File: src/shared/codec_ctrl_pkg.sv
// constants of the codec power, mute and channel control block
// assumes a 32-bit APB slave with word-aligned registers
package codec_ctrl_pkg;
    // register indices and their byte addresses (index times four)
    localparam int unsigned ADDR_W = 8;
    localparam logic [7:0] CTRL_INDEX = 8'h03;
    localparam logic [7:0] STATUS_INDEX = 8'h04;
    localparam logic [7:0] CTRL_ADDR = {CTRL_INDEX[5:0], 2'b00};
    localparam logic [7:0] STATUS_ADDR = {STATUS_INDEX[5:0], 2'b00};
    // control register field positions
    localparam int unsigned BIT_IFACE_PD = 7;
    localparam int unsigned BIT_DRIVER_PD = 6;
    localparam int unsigned BIT_SOFT_RST = 5;
    localparam int unsigned BIT_UNUSED = 4;
    localparam int unsigned BIT_TX_MUTE = 3;
    localparam int unsigned BIT_RX_MUTE = 2;
    localparam int unsigned BIT_TX_SEL = 1;
    localparam int unsigned BIT_RX_SEL = 0;
    // control register values
    localparam logic [7:0] CTRL_RESET = 8'h00;
    localparam logic [7:0] CTRL_WRITE_MASK = 8'hef;
    localparam logic [7:0] CTRL_SOFT_RST_VALUE = 8'h20;
    // status register field positions
    localparam int unsigned ST_IFACE_ACTIVE = 0;
    localparam int unsigned ST_DRIVER_ACTIVE = 1;
    localparam int unsigned ST_SOFT_RST = 2;
    localparam int unsigned ST_TX_BUF_VALID = 3;
    localparam int unsigned ST_TDM_MODE = 4;
    // serial framing
    localparam int unsigned PCM_BITS = 8;
    localparam int unsigned POS_W = 8;
    localparam int unsigned SLOT_W = 5;
    localparam logic [7:0] POS_MAX = 8'hff;
    localparam logic [2:0] LAST_BIT = 3'h7;
    localparam int unsigned TX_BUF_DEPTH = 2;
endpackage : codec_ctrl_pkg

File: src/hw/codec_power_mute_control.sv
// codec control register with power-down, soft reset, mute and channel select
// assumes an APB master on CORE_CLK and serial pins from another clock domain
`timescale 1ns/1ps
`default_nettype none
// Behaviour
// - setting interface power-down powers down the digital interface and the filter/codec; clear (default) keeps it active.
// - setting driver power-down powers down the ear driver and the filter/codec.
// - in stream mode with driver power-down set, the selected output channel is high impedance.
// - in strobed mode with driver power-down set, the zero code is driven throughout each valid strobe.
// - in strobed mode with driver power-down set, the output is high impedance outside the strobe.
// - setting soft reset returns every register to default like a hardware reset, keeping the reset bit set and the device powered.
// - soft reset ends only by writing the bit low or by the hardware reset, never by itself.
// - transmit mute replaces the outgoing stream with the quiet code while the transmit path keeps running.
// - receive mute replaces the incoming stream with the quiet code.
// - in stream mode received voice comes from channel B2 when receive select is set, else B1; no effect in strobed mode.
// - in stream mode voice is sent on channel B2 when transmit select is set, else B1; unused in strobed mode.
module codec_power_mute_control #(
    parameter logic [7:0] QUIET_CODE = 8'hff,
    parameter logic [7:0] ZERO_CODE = 8'hff,
    parameter logic [4:0] B1_SLOT = 5'h02,
    parameter logic [4:0] B2_SLOT = 5'h03
) (
    // clock and hardware reset
    input wire logic CORE_CLK,
    input wire logic RST_N,
    // apb slave
    input wire logic PSEL,
    input wire logic PENABLE,
    input wire logic PWRITE,
    input wire logic [7:0] PADDR,
    input wire logic [31:0] PWDATA,
    input wire logic [3:0] PSTRB,
    output logic [31:0] PRDATA,
    output logic PREADY,
    output logic PSLVERR,
    // transmit words from the filter/codec
    input wire logic [7:0] TX_PCM_DATA,
    input wire logic TX_PCM_VALID,
    output logic TX_PCM_READY,
    // received words toward the filter/codec
    output logic [7:0] RX_PCM_DATA,
    output logic RX_PCM_VALID,
    // serial pcm pins
    input wire logic BIT_CLK,
    input wire logic FRAME_STROBE,
    input wire logic PCM_IN,
    input wire logic TDM_MODE,
    output logic PCM_OUT,
    output logic PCM_OUT_OE_N,
    // power-down controls
    output logic IFACE_PWRDN,
    output logic DRIVER_PWRDN,
    output logic CODEC_PWRDN
);
    logic [7:0] ctrl_ff;
    logic iface_pd;
    logic driver_pd;
    logic soft_rst;
    logic tx_mute;
    logic rx_mute;
    logic tx_sel;
    logic rx_sel;
    logic dp_run;
    logic apb_access;
    logic do_write;
    logic hit_ctrl;
    logic hit_status;
    logic [7:0] status_val;
    logic [3:0] pin_s;
    logic bclk_s;
    logic fs_s;
    logic pcm_in_s;
    logic tdm_s;
    logic bclk_last_ff;
    logic fs_last_ff;
    logic bclk_rise;
    logic frame_start;
    logic [7:0] pos_ff;
    logic [7:0] cur_pos;
    logic [2:0] bit_idx;
    logic [4:0] tx_slot;
    logic [4:0] rx_slot;
    logic tx_win;
    logic rx_win;
    logic tx_load;
    logic [7:0] buf_data;
    logic buf_valid;
    logic [7:0] tx_word;
    logic [7:0] tx_shift_ff;
    logic [7:0] rx_shift_ff;

    // control fields
    assign iface_pd = ctrl_ff[codec_ctrl_pkg::BIT_IFACE_PD];
    assign driver_pd = ctrl_ff[codec_ctrl_pkg::BIT_DRIVER_PD];
    assign soft_rst = ctrl_ff[codec_ctrl_pkg::BIT_SOFT_RST];
    assign tx_mute = ctrl_ff[codec_ctrl_pkg::BIT_TX_MUTE];
    assign rx_mute = ctrl_ff[codec_ctrl_pkg::BIT_RX_MUTE];
    assign tx_sel = ctrl_ff[codec_ctrl_pkg::BIT_TX_SEL];
    assign rx_sel = ctrl_ff[codec_ctrl_pkg::BIT_RX_SEL];
    assign dp_run = !iface_pd && !soft_rst;

    // apb decode: one wait state, write lands on the pready edge
    assign apb_access = PSEL && PENABLE && !PREADY;
    assign do_write = PSEL && PENABLE && PREADY && PWRITE;
    assign hit_ctrl = (PADDR == codec_ctrl_pkg::CTRL_ADDR);
    assign hit_status = (PADDR == codec_ctrl_pkg::STATUS_ADDR);

    // status word showing live block state
    always_comb begin
        status_val = 8'h00;
        status_val[codec_ctrl_pkg::ST_IFACE_ACTIVE] = !iface_pd;
        status_val[codec_ctrl_pkg::ST_DRIVER_ACTIVE] = !iface_pd && !driver_pd;
        status_val[codec_ctrl_pkg::ST_SOFT_RST] = soft_rst;
        status_val[codec_ctrl_pkg::ST_TX_BUF_VALID] = buf_valid;
        status_val[codec_ctrl_pkg::ST_TDM_MODE] = tdm_s;
    end

    // apb answer: ready, read data and error on unmapped addresses
    always_ff @(posedge CORE_CLK or negedge RST_N) begin
        if (!RST_N) begin
            PREADY <= 1'b0;
            PRDATA <= 32'h0000_0000;
            PSLVERR <= 1'b0;
        end else begin
            PREADY <= apb_access;
            if (apb_access) begin
                PSLVERR <= !(hit_ctrl || hit_status);
                if (PWRITE) begin
                    PRDATA <= 32'h0000_0000;
                end else if (hit_ctrl) begin
                    PRDATA <= {24'h00_0000, ctrl_ff};
                end else if (hit_status) begin
                    PRDATA <= {24'h00_0000, status_val};
                end else begin
                    PRDATA <= 32'h0000_0000;
                end
            end else begin
                PSLVERR <= 1'b0;
            end
        end
    end

    // control register; the hardware reset also ends a soft reset
    always_ff @(posedge CORE_CLK or negedge RST_N) begin
        if (!RST_N) begin
            ctrl_ff <= codec_ctrl_pkg::CTRL_RESET;
        end else if (do_write && hit_ctrl && PSTRB[0]) begin
            if (PWDATA[codec_ctrl_pkg::BIT_SOFT_RST]) begin
                ctrl_ff <= codec_ctrl_pkg::CTRL_SOFT_RST_VALUE;
            end else begin
                // released by write / unused bit dropped
                ctrl_ff <= PWDATA[7:0] & codec_ctrl_pkg::CTRL_WRITE_MASK;
            end
        end
    end

    // power-down outputs; soft reset keeps the device powered
    always_ff @(posedge CORE_CLK or negedge RST_N) begin
        if (!RST_N) begin
            IFACE_PWRDN <= 1'b0;
            DRIVER_PWRDN <= 1'b0;
            CODEC_PWRDN <= 1'b0;
        end else begin
            IFACE_PWRDN <= iface_pd && !soft_rst;
            DRIVER_PWRDN <= driver_pd && !soft_rst;
            CODEC_PWRDN <= (iface_pd || driver_pd) && !soft_rst;
        end
    end

    // serial pins cross into the core clock
    pin_sync #(
        .WIDTH(4)
    ) u_pin_sync (
        .clk(CORE_CLK),
        .rst_n(RST_N),
        .async_in({TDM_MODE, PCM_IN, FRAME_STROBE, BIT_CLK}),
        .sync_out(pin_s)
    );
    assign bclk_s = pin_s[0];
    assign fs_s = pin_s[1];
    assign pcm_in_s = pin_s[2];
    assign tdm_s = pin_s[3];

    // bit clock edge and frame or strobe start
    assign bclk_rise = bclk_s && !bclk_last_ff;
    assign frame_start = tdm_s ? fs_s : (fs_s && !fs_last_ff);
    assign cur_pos = frame_start ? 8'h00 : pos_ff;
    assign bit_idx = cur_pos[2:0];
    assign tx_slot = tx_sel ? B2_SLOT : B1_SLOT;
    assign rx_slot = rx_sel ? B2_SLOT : B1_SLOT;
    assign tx_win = tdm_s ? (cur_pos[7:3] == tx_slot) : (fs_s && cur_pos[7:3] == 5'h00);
    assign rx_win = tdm_s ? (cur_pos[7:3] == rx_slot) : (fs_s && cur_pos[7:3] == 5'h00);
    assign tx_load = bclk_rise && tx_win && (bit_idx == 3'h0) && dp_run;

    // bit position within the frame or strobe
    always_ff @(posedge CORE_CLK or negedge RST_N) begin
        if (!RST_N) begin
            bclk_last_ff <= 1'b0;
            fs_last_ff <= 1'b0;
            // no frame seen yet: park outside every slot so stray bit edges send nothing
            pos_ff <= codec_ctrl_pkg::POS_MAX;
        end else begin
            bclk_last_ff <= bclk_s;
            if (!dp_run) begin
                pos_ff <= codec_ctrl_pkg::POS_MAX;
                fs_last_ff <= 1'b0;
            end else if (bclk_rise) begin
                fs_last_ff <= fs_s;
                pos_ff <= (cur_pos == codec_ctrl_pkg::POS_MAX) ? cur_pos : cur_pos + 8'h01;
            end
        end
    end

    // transmit words wait here until their slot comes round
    pcm_buffer #(
        .WIDTH(codec_ctrl_pkg::PCM_BITS),
        .DEPTH(codec_ctrl_pkg::TX_BUF_DEPTH)
    ) u_tx_buffer (
        .clk(CORE_CLK),
        .rst_n(RST_N),
        .clr(!dp_run),
        .s_data(TX_PCM_DATA),
        .s_valid(TX_PCM_VALID),
        .s_ready(TX_PCM_READY),
        .m_data(buf_data),
        .m_valid(buf_valid),
        .m_ready(tx_load)
    );

    // choose the word sent in the slot; an empty buffer sends quiet code unless the driver is down in strobed mode
    always_comb begin
        if (driver_pd && !tdm_s) begin
            tx_word = ZERO_CODE;
        end else if (tx_mute || !buf_valid) begin
            tx_word = QUIET_CODE;
        end else begin
            tx_word = buf_data;
        end
    end

    // serial output, msb first, enable low while driving
    always_ff @(posedge CORE_CLK or negedge RST_N) begin
        if (!RST_N) begin
            PCM_OUT <= 1'b0;
            PCM_OUT_OE_N <= 1'b1;
            tx_shift_ff <= 8'h00;
        end else if (!dp_run) begin
            PCM_OUT_OE_N <= 1'b1; // pins released
        end else if (!tdm_s && !fs_s) begin
            PCM_OUT_OE_N <= 1'b1;
        end else if (bclk_rise) begin
            PCM_OUT_OE_N <= !(tx_win && !(tdm_s && driver_pd));
            if (tx_load) begin
                PCM_OUT <= tx_word[7];
                tx_shift_ff <= {tx_word[6:0], 1'b0};
            end else if (tx_win) begin
                PCM_OUT <= tx_shift_ff[7];
                tx_shift_ff <= {tx_shift_ff[6:0], 1'b0};
            end
        end
    end

    // receive deserialiser; a word appears as a one-cycle pulse
    always_ff @(posedge CORE_CLK or negedge RST_N) begin
        if (!RST_N) begin
            rx_shift_ff <= 8'h00;
            RX_PCM_DATA <= 8'h00;
            RX_PCM_VALID <= 1'b0;
        end else begin
            RX_PCM_VALID <= 1'b0;
            if (!dp_run) begin
                rx_shift_ff <= 8'h00;
            end else if (bclk_rise && rx_win) begin
                rx_shift_ff <= {rx_shift_ff[6:0], pcm_in_s};
                if (bit_idx == codec_ctrl_pkg::LAST_BIT) begin
                    RX_PCM_VALID <= 1'b1;
                    RX_PCM_DATA <= rx_mute ? QUIET_CODE : {rx_shift_ff[6:0], pcm_in_s};
                end
            end
        end
    end
endmodule : codec_power_mute_control
`default_nettype wire

File: src/hw/pcm_buffer.sv
// small fifo with valid/ready on both sides and a synchronous flush
// assumes filler and drainer share the clock
`timescale 1ns/1ps
`default_nettype none
module pcm_buffer #(
    parameter int unsigned WIDTH = 8,
    parameter int unsigned DEPTH = 2
) (
    // clock, reset, flush
    input wire logic clk,
    input wire logic rst_n,
    input wire logic clr,
    // filling side
    input wire logic [WIDTH-1:0] s_data,
    input wire logic s_valid,
    output logic s_ready,
    // draining side
    output logic [WIDTH-1:0] m_data,
    output logic m_valid,
    input wire logic m_ready
);
    localparam int unsigned PW = (DEPTH > 1) ? $clog2(DEPTH) : 1;
    localparam logic [PW:0] FULL = (PW + 1)'(DEPTH);
    localparam logic [PW-1:0] LAST = (PW)'(DEPTH - 1);

    logic [WIDTH-1:0] mem [DEPTH];
    logic [PW-1:0] wr_ptr_ff;
    logic [PW-1:0] rd_ptr_ff;
    logic [PW:0] count_ff;
    logic [PW:0] nxt_count;
    logic push;
    logic pop;

    // handshakes and occupancy
    assign push = s_valid & s_ready;
    assign pop = m_valid & m_ready;
    assign m_valid = (count_ff != '0);
    assign m_data = mem[rd_ptr_ff];
    always_comb begin
        nxt_count = count_ff;
        if (push && !pop) begin
            nxt_count = count_ff + 1'b1;
        end else if (pop && !push) begin
            nxt_count = count_ff - 1'b1;
        end
    end

    // pointers, count and a registered ready
    always_ff @(posedge clk or negedge rst_n) begin
        if (!rst_n) begin
            wr_ptr_ff <= '0;
            rd_ptr_ff <= '0;
            count_ff <= '0;
            s_ready <= 1'b0;
        end else if (clr) begin
            wr_ptr_ff <= '0;
            rd_ptr_ff <= '0;
            count_ff <= '0;
            s_ready <= 1'b0; // held off while flushing
        end else begin
            if (push) begin
                wr_ptr_ff <= (wr_ptr_ff == LAST) ? '0 : wr_ptr_ff + 1'b1;
            end
            if (pop) begin
                rd_ptr_ff <= (rd_ptr_ff == LAST) ? '0 : rd_ptr_ff + 1'b1;
            end
            count_ff <= nxt_count;
            s_ready <= (nxt_count != FULL);
        end
    end

    // storage needs no reset
    always_ff @(posedge clk) begin
        if (push) begin
            mem[wr_ptr_ff] <= s_data;
        end
    end
endmodule : pcm_buffer
`default_nettype wire

File: src/hw/pin_sync.sv
// two-flop synchroniser for a group of independent level inputs
// assumes each bit is a slow level or is sampled well above its toggle rate
`timescale 1ns/1ps
`default_nettype none
module pin_sync #(
    parameter int unsigned WIDTH = 1
) (
    // clock and reset
    input wire logic clk,
    input wire logic rst_n,
    // asynchronous inputs and their synchronised copies
    input wire logic [WIDTH-1:0] async_in,
    output logic [WIDTH-1:0] sync_out
);
    logic [WIDTH-1:0] meta_ff;

    // first stage feeds only the second stage
    always_ff @(posedge clk or negedge rst_n) begin
        if (!rst_n) begin
            meta_ff <= '0;
            sync_out <= '0;
        end else begin
            meta_ff <= async_in;
            sync_out <= meta_ff;
        end
    end
endmodule : pin_sync
`default_nettype wire

File: config.mk
export PLATFORM = sky130hd
export DESIGN_NAME = codec_power_mute_control
export DESIGN_NICKNAME = d
export VERILOG_FILES = /design/src/shared/codec_ctrl_pkg.sv /design/src/hw/codec_power_mute_control.sv /design/src/hw/pcm_buffer.sv /design/src/hw/pin_sync.sv
export SDC_FILE = /design/constraint.sdc
export NUM_CORES = 1
export LEC_CHECK = 0
export BUFFER_PORTS_ARGS = -buffer_cell sky130_fd_sc_hd__buf_2
export CORE_ASPECT_RATIO = 1.2
export CORE_MARGIN = 10
export CORE_UTILIZATION = 47
export CTS_CLUSTER_SIZE = 25
export DETAILED_ROUTE_END_ITERATION = 16
export PLACE_DENSITY = 0.73
export SLEW_MARGIN = 0
export SYNTH_ARGS = -nofsm -noshare
export SYNTH_HDL_FRONTEND = slang
export SYNTH_HIERARCHICAL = 1
export SYNTH_SLANG_ARGS = --single-unit
File: constraint.sdc
create_clock -name CORE_CLK -period 2 [get_ports CORE_CLK]
set_input_delay 0.1 -clock CORE_CLK [delete_from_list [all_inputs] [get_ports CORE_CLK]]
set_output_delay 0.1 -clock CORE_CLK [all_outputs]
set_load 0.02 [all_outputs]
# ---- Word-level counts from Yosys, hierarchy flattened
# Memories as Yosys holds them, arrays and structs flattened.
# Index checks and enable logic that the tools add are counted.
dict set report word_totals {
  regBits 94
  ramBits 16
  inputBits 62
  out_inout_bits 49
  word_cells 133
  mem_count 1
}
dict set report classes {
  n_addsub 5
  eq_ne 12
  n_mux 43
  bitwise 3
  n_reduce_logical 47
}
# memory depth width rd rd_clocked_by_memory_dff write_ports line
set memory_table {}
lappend memory_table {u_tx_buffer.mem 2 8 1 0 1 pcm_buffer.sv:26} ;# logic [WIDTH-1:0] mem [DEPTH];
# cell count
set op_table {}
lappend op_table {{two-way mux 8 bit} 12}
lappend op_table {{two-way mux 1 bit} 25}
lappend op_table {{logical AND 1 bit} 24}
lappend op_table {{zero test 1 bit} 14}
lappend op_table {{two-way mux 7 bit} 2}
lappend op_table {{equality test 5 x 2 -> 1 bit} 2}
lappend op_table {{adder 8 x 1 -> 8 bit (second input constant)} 1}
lappend op_table {{equality test 8 x 4 -> 1 bit (second input constant)} 1}
lappend op_table {{equality test 8 x 5 -> 1 bit (second input constant)} 1}
lappend op_table {{equality test 8 bit (second input constant)} 1}
lappend op_table {{!= test 2 x 1 -> 1 bit (second input constant)} 4}
lappend op_table {{two-way mux 2 bit} 3}
lappend op_table {{zero test 5 bit} 1}
lappend op_table {{two-way mux 5 bit} 1}
lappend op_table {{AND reduction 4 bit} 1}
lappend op_table {{nonzero test 2 bit} 2}
lappend op_table {{equality test 3 bit (second input constant)} 1}
lappend op_table {{zero test 3 bit} 1}
lappend op_table {{logical OR 1 bit} 3}
lappend op_table {{!= test 3 x 1 -> 1 bit (second input constant)} 1}
lappend op_table {{AND reduction 3 bit} 1}
lappend op_table {{adder 1 bit (second input constant)} 2}
lappend op_table {{adder 2 x 1 -> 2 bit (second input constant)} 1}
lappend op_table {{bitwise AND 1 bit} 2}
lappend op_table {{3 further kinds} 3}

# ---- Depth between registers and ports, before layout
dict set report depth {
  depth_word 16
  ltp_mapped 10
  depth_no_buf 10
}

# ---- Cells and area by module
# The synthesis kept the hierarchy.
# module instances cells_per_inst area_each_um2 seq_area_each_um2
set by_module_without_submodules {}
lappend by_module_without_submodules {codec_power_mute_control 1 300 2910.3 1387.6}
lappend by_module_without_submodules {pcm_buffer 1 58 894.6 605.6}
lappend by_module_without_submodules {pin_sync 1 8 200.2 200.2}

# ---- Worst setup path before layout
# OpenSTA, ideal clock, no wires.
dict set report synth_path {
  path_type {reg-to-reg}
  startpoint {register u_pin_sync.sync_out[3]}
  endpoint {register u_tx_buffer.count_ff[0]}
  setup_ns 0.128
  arrival_time_ns 1.968
  required_ns 1.872
  setup_slack_ns -0.095
  stages_incl_launch_ff 11
  path_buffers 1
  synth_period_minus_slack_ns 2.095
  cell_sequence {dfrtp_1 -> nand2b_1 -> nand2_2 -> nand2_1 -> ha_1 -> nand3_1 -> nor3_2 -> nor2b_1 -> buf_4 -> xnor2_1 -> mux2_1}
}
dict set report synth_between {
  elab_chain_len 13
  word_cells_on_any_way 17
  cone_classes {eq/ne (1); mux (6); bitwise (1); reduce/logical (9)}
}
# item line
set synth_lines {}
lappend synth_lines {{start, declared} pin_sync.sv:13} ;# output logic [WIDTH-1:0] sync_out
lappend synth_lines {{start signal, assigned} pin_sync.sv:24} ;# sync_out <= meta_ff;
lappend synth_lines {{two-way mux 1 bit} codec_power_mute_control.sv:186} ;# assign frame_start = tdm_s ? fs_s : (fs_s && !fs_last_ff);
lappend synth_lines {{two-way mux 8 bit} codec_power_mute_control.sv:187} ;# assign cur_pos = frame_start ? 8'h00 : pos_ff;
lappend synth_lines {{zero test 5 bit} codec_power_mute_control.sv:191} ;# assign tx_win = tdm_s ? (cur_pos[7:3] == tx_slot) : (fs_s && cur_pos[7:3] == 5'h00);
lappend synth_lines {{logical AND 1 bit} codec_power_mute_control.sv:191}
lappend synth_lines {{two-way mux 1 bit} codec_power_mute_control.sv:191}
lappend synth_lines {{logical AND 1 bit} codec_power_mute_control.sv:193} ;# assign tx_load = bclk_rise && tx_win && (bit_idx == 3'h0) && dp_run;
lappend synth_lines {{logical AND 1 bit (*) (2 in series)} codec_power_mute_control.sv:193}
lappend synth_lines {{via tx_load} codec_power_mute_control.sv:85} ;# logic tx_load;
lappend synth_lines {{bitwise AND 1 bit (*)} pcm_buffer.sv:36} ;# assign pop = m_valid & m_ready;
lappend synth_lines {{logical AND 1 bit / zero test 1 bit (equally long branches)} {pcm_buffer.sv:43, pcm_buffer.sv:41}}
lappend synth_lines {{two-way mux 2 bit / logical AND 1 bit (equally long branches)} {pcm_buffer.sv:43, pcm_buffer.sv:41}}
lappend synth_lines {{two-way mux 2 bit (*)} pcm_buffer.sv:41} ;# if (push && !pop) begin
lappend synth_lines {{two-way mux 2 bit (*)} pcm_buffer.sv:55} ;# end else if (clr) begin
lappend synth_lines {{end signal, assigned} pcm_buffer.sv:67} ;# count_ff <= nxt_count;
lappend synth_lines {{end, declared} pcm_buffer.sv:29} ;# logic [PW:0] count_ff;
# The timed path passes the listed nets; every way through them passes the cells marked *.
# A chain may end at the register's enable or synchronous reset.

# ---- Worst setup path after layout
dict set report layout_path {
  startpoint {register u_pin_sync.sync_out[3]}
  endpoint {register pos_ff[6]}
}
dict set report layout_between {
  elab_chain_len 6
  word_cells_on_any_way 7
  cone_classes {add/sub (1); eq/ne (1); mux (5)}
}
# item line
set layout_lines {}
lappend layout_lines {{two-way mux 1 bit (*)} codec_power_mute_control.sv:186}
lappend layout_lines {{two-way mux 8 bit (*)} codec_power_mute_control.sv:187}
lappend layout_lines {{adder 8 x 1 -> 8 bit / equality test 8 bit (equally long branches)} codec_power_mute_control.sv:209} ;# pos_ff <= (cur_pos == codec_ctrl_pkg::POS_MAX) ? cur_pos : cur_pos + 8'h01;
lappend layout_lines {{two-way mux 8 bit (*)} codec_power_mute_control.sv:209}
lappend layout_lines {{two-way mux 8 bit (*)} codec_power_mute_control.sv:207} ;# end else if (bclk_rise) begin
lappend layout_lines {{two-way mux 8 bit (*)} codec_power_mute_control.sv:204} ;# if (!dp_run) begin
lappend layout_lines {{end signal, assigned} codec_power_mute_control.sv:201} ;# pos_ff <= codec_ctrl_pkg::POS_MAX;
lappend layout_lines {{end signal, assigned} codec_power_mute_control.sv:205} ;# pos_ff <= codec_ctrl_pkg::POS_MAX;
lappend layout_lines {{end signal, assigned} codec_power_mute_control.sv:209}
lappend layout_lines {{end, declared} codec_power_mute_control.sv:78} ;# logic [7:0] pos_ff;
# Mark *: on every way between the ends. The rest lies on a longest branch, timed or not. The select of a mux whose other input is x is not followed.

==> reports/qor.yml <==
p_per_area_nw_per_um2: 903
status: "finished, final reports clean"
design.core.area_um2: 8200
die_h_um: 121
highest_layer: "met4"
finalSetupViolations: 0
via_per_inst: 5.11
grt.total_usage: 0.145
initial_core_util: 0.489
dpl.hpwl_mm: 6.40
reg2reg_from: "u_pin_sync/sync_out[3]$_DFF_PN0_"
final_hold_viol_count: 0
tightest_slew_ns: 0.532
root_buffer: "clkbuf_8"
synth_top_cell_by_area: "dfrtp_1"
endpoint: "pos_ff[6]$_DFFE_PN1P_"
p_leak_nw: 2.39
synth_cell_types: 62
worstReg2RegEnd: "pos_ff[6]$_DFFE_PN1P_"
crit_family: "compound AO/OA/AOI/OAI gates"
io_buffers: 58
grt_remaining_overflow: 0
cpPeakStageDelay_ns: 0.39
final_cell_count_no_fill: 592
critical_path_class: "reg -> reg"
dp.cells: 553
cts_inserted_buffers: 9
critPathBufInv: 2
cp_max_fo: 3
yosysSeqAreaShare: 0.548
layout-drive-gt1-share: 0.335
rsz0062_at_grt: "true"
htreeDepth: 3
drt-met1-wl_mm: 3.64
via_count: 3027
wl_met2_mm: 4.57
period_needed_ns: 1.96
grt_max_degree: 69
drc: 0
clock_latency_ns: 0.36
antenna_left: 0
r2r_cells: 11
synth_most_common_cell: "dfrtp_1"
yosys.area.top_type_share: 0.369
yosys_warnings: 6
timing.fmax_mhz: 510
cp_slowest_cell: "dfrtp_1"
grt_first_pass_wirelength_mm: 15.0
wl_met3_um: 574
synth_seq_cells: 84
cp_cell_sequence: "nand2b_4 -> nand2_4 -> nand2_4 -> buf_6 -> inv_4 -> ha_4 -> and3_4 -> o21ai_2 -> o31ai_1 -> o41ai_1 -> a221o_1"
gp_congestion: 0.888
yosys-top-cells-count: "59 x dfrtp_1, 34 x nand2_1, 33 x nor2_1, 28 x buf_4"
critical_path_required_ns: 2.29
min_period_over_period: 0.980
hold_path.class: "in -> reg"
syn_inst: 366
end_kind: "flop"
io_pins: 111
holdWs_ns: 0.0180
crit_arrival_ns: 2.25
maxSlewViolCount: 0
antenna_cells: 0
avgSynthCellArea_um2: 10.9
clock_path_buffers: 2
vdd_ir_drop_max_uv: 613
synth_top_cells_by_area: "dfrtp_1 37%, edfxtp_1 12%, dfstp_2 5.9%"
cts_tree: "done"
die_area_um2: 12600
synth_edf_count: 16
skew_ns: 0.00786
worst_setup_path_start_kind: "flop"
clkSinkCount: 84
regToRegSetupSlack_ns: 0.04
area_growth_pct: 26.6
dr.pass1.iters: 5
die_w_um: 104
rows: 36
nNetsFinal: 539
relSlewSlack: 0.645
post_drt_wl_per_cell_um: 15.2
async_reset_ff_frac: 0.810
crit_path_start: "u_pin_sync/sync_out[3]$_DFF_PN0_"
synthFlopType: "dfrtp_1"
critPathMostFrequentCell: "nand2_4"
grt_pass1_vias: 3143
worstSetupPathDepth: 11
path_clk_slew_ns: 0.08
fill_cells: 668
drtIter0Drc: 110
syn_area_um2: 4010
wirelength_mm: 8.98
cap_violations: 0
antenna_found_initial: 0
[layer usage]
layer / GRT usage / vias to the layer above
li1: - / 1437
met1: 0.164 / 1486
met2: 0.243 / 87
met3: 0.0462 / 17
met4: 0.0732 / 0
met5: 0 / -
[sequential cells by signal, indices dropped and copies added, names as in the netlist]
signal	cells
u_tx_buffer/wr_ptr_ff	1
PSLVERR	1
u_tx_buffer/count_ff	2
RX_PCM_VALID	1
PREADY	1
u_tx_buffer/rd_ptr_ff	1
PRDATA	8
u_tx_buffer/s_ready	1
tx_shift_ff	7
DRIVER_PWRDN	1
ctrl_ff	7
u_pin_sync/sync_out	4
fs_last_ff	1
CODEC_PWRDN	1
RX_PCM_DATA	8
rx_shift_ff	7
pos_ff	8
PCM_OUT_OE_N	1
bclk_last_ff	1
u_pin_sync/meta_ff	4
IFACE_PWRDN	1
u_tx_buffer/mem	16
PCM_OUT	1
[metrics by stage]
stage / instance area, um^2 / setup TNS, ns / power, mW / utilization / setup WS (ns)
4_1_cts: 4940 / -0.0124 / 4.57 / 0.603 / -0.0124
3_3_place_gp: 4530 / 0 / 3.20 / 0.552 / 0.0376
5_1_grt: 5070 / -0.244 / 4.84 / 0.619 / -0.0676
2_1_floorplan: 4110 / -0.0291 / 2.97 / - / -0.0291
3_5_place_dp: 4530 / -0.0151 / 3.26 / 0.552 / -0.0118
6_report: 5070 / 0 / 4.58 / 0.619 / 0.0405
[cells in the final DEF (no fill, tap or decap), drive strengths merged, types with 7 or more instances in the layout]
master and n:
buf 92, edfxtp 16, nor2 33, dfstp 9
nand3 11, nand2b 13, o21ai 17, conb 24
a21oi 10, nor2b 7, mux2 10, inv 19
dfrtp 59, nand2 36, nor3 8, mux2i 17
dlygate4sd3 19, clkbuf 12
[repair_timing]
action | CTS | global route
buffers inserted | 0 | 4
resized for setup | 4 | 19
hold endpoints to repair | 85 | 0
pin swaps | 2 | 6
setup endpoints to repair | 5 | 15
hold buffers | 19 | 0
[worst min-delay path by stage]
stage / slack (ns) / cells past startpoint / from / endpoint
floorplan: -0.20 / 0 / RST_N / CODEC_PWRDN$_DFF_PN0_
global placement: 0.15 / 2 / RST_N / u_pin_sync/meta_ff[0]$_DFF_PN0_
detailed placement: 0.15 / 2 / RST_N / u_pin_sync/meta_ff[0]$_DFF_PN0_
CTS: 0.01 / 2 / PWDATA[5] / ctrl_ff[5]$_DFFE_PN0P_
global route: 0.03 / 2 / PWDATA[5] / ctrl_ff[5]$_DFFE_PN0P_
finish: 0.02 / 2 / PWDATA[5] / ctrl_ff[5]$_DFFE_PN0P_
[cell type report]
type                            instances  area (um^2)  area share
Sequential cell                        84         2200       0.433
Multi-Input combinational cell        248         1670       0.329
Timing Repair Buffer                  111          781       0.154
Clock buffer                           12          166      0.0328
Tap cell                              114          143      0.0281
Inverter                               19         73.8      0.0146
Clock inverter                          4         45.0     0.00888
[cell families after synthesis]
group / after synthesis / synth area share
AND/OR/NAND/NOR: 129 / 0.167
flip-flops: 84 / 0.548
AO/OA/AOI/OAI: 59 / 0.105
buffers and inverters: 57 / 0.0862
multiplexers: 27 / 0.0706
XOR/XNOR: 5 / 0.0109
adder cells (fa/ha/maj): 4 / 0.0125
other: 1 / 0.000936
[report_power, final]
part | total [mW] | leakage (nW) | internal (mW) | switching [mW]
Combinational | 1.05 | 1.26 | 0.511 | 0.543
Sequential | 2.26 | 1.02 | 2.04 | 0.221
Clock | 1.26 | 0.111 | 0.681 | 0.583
Power figures use the tool's default switching activity.
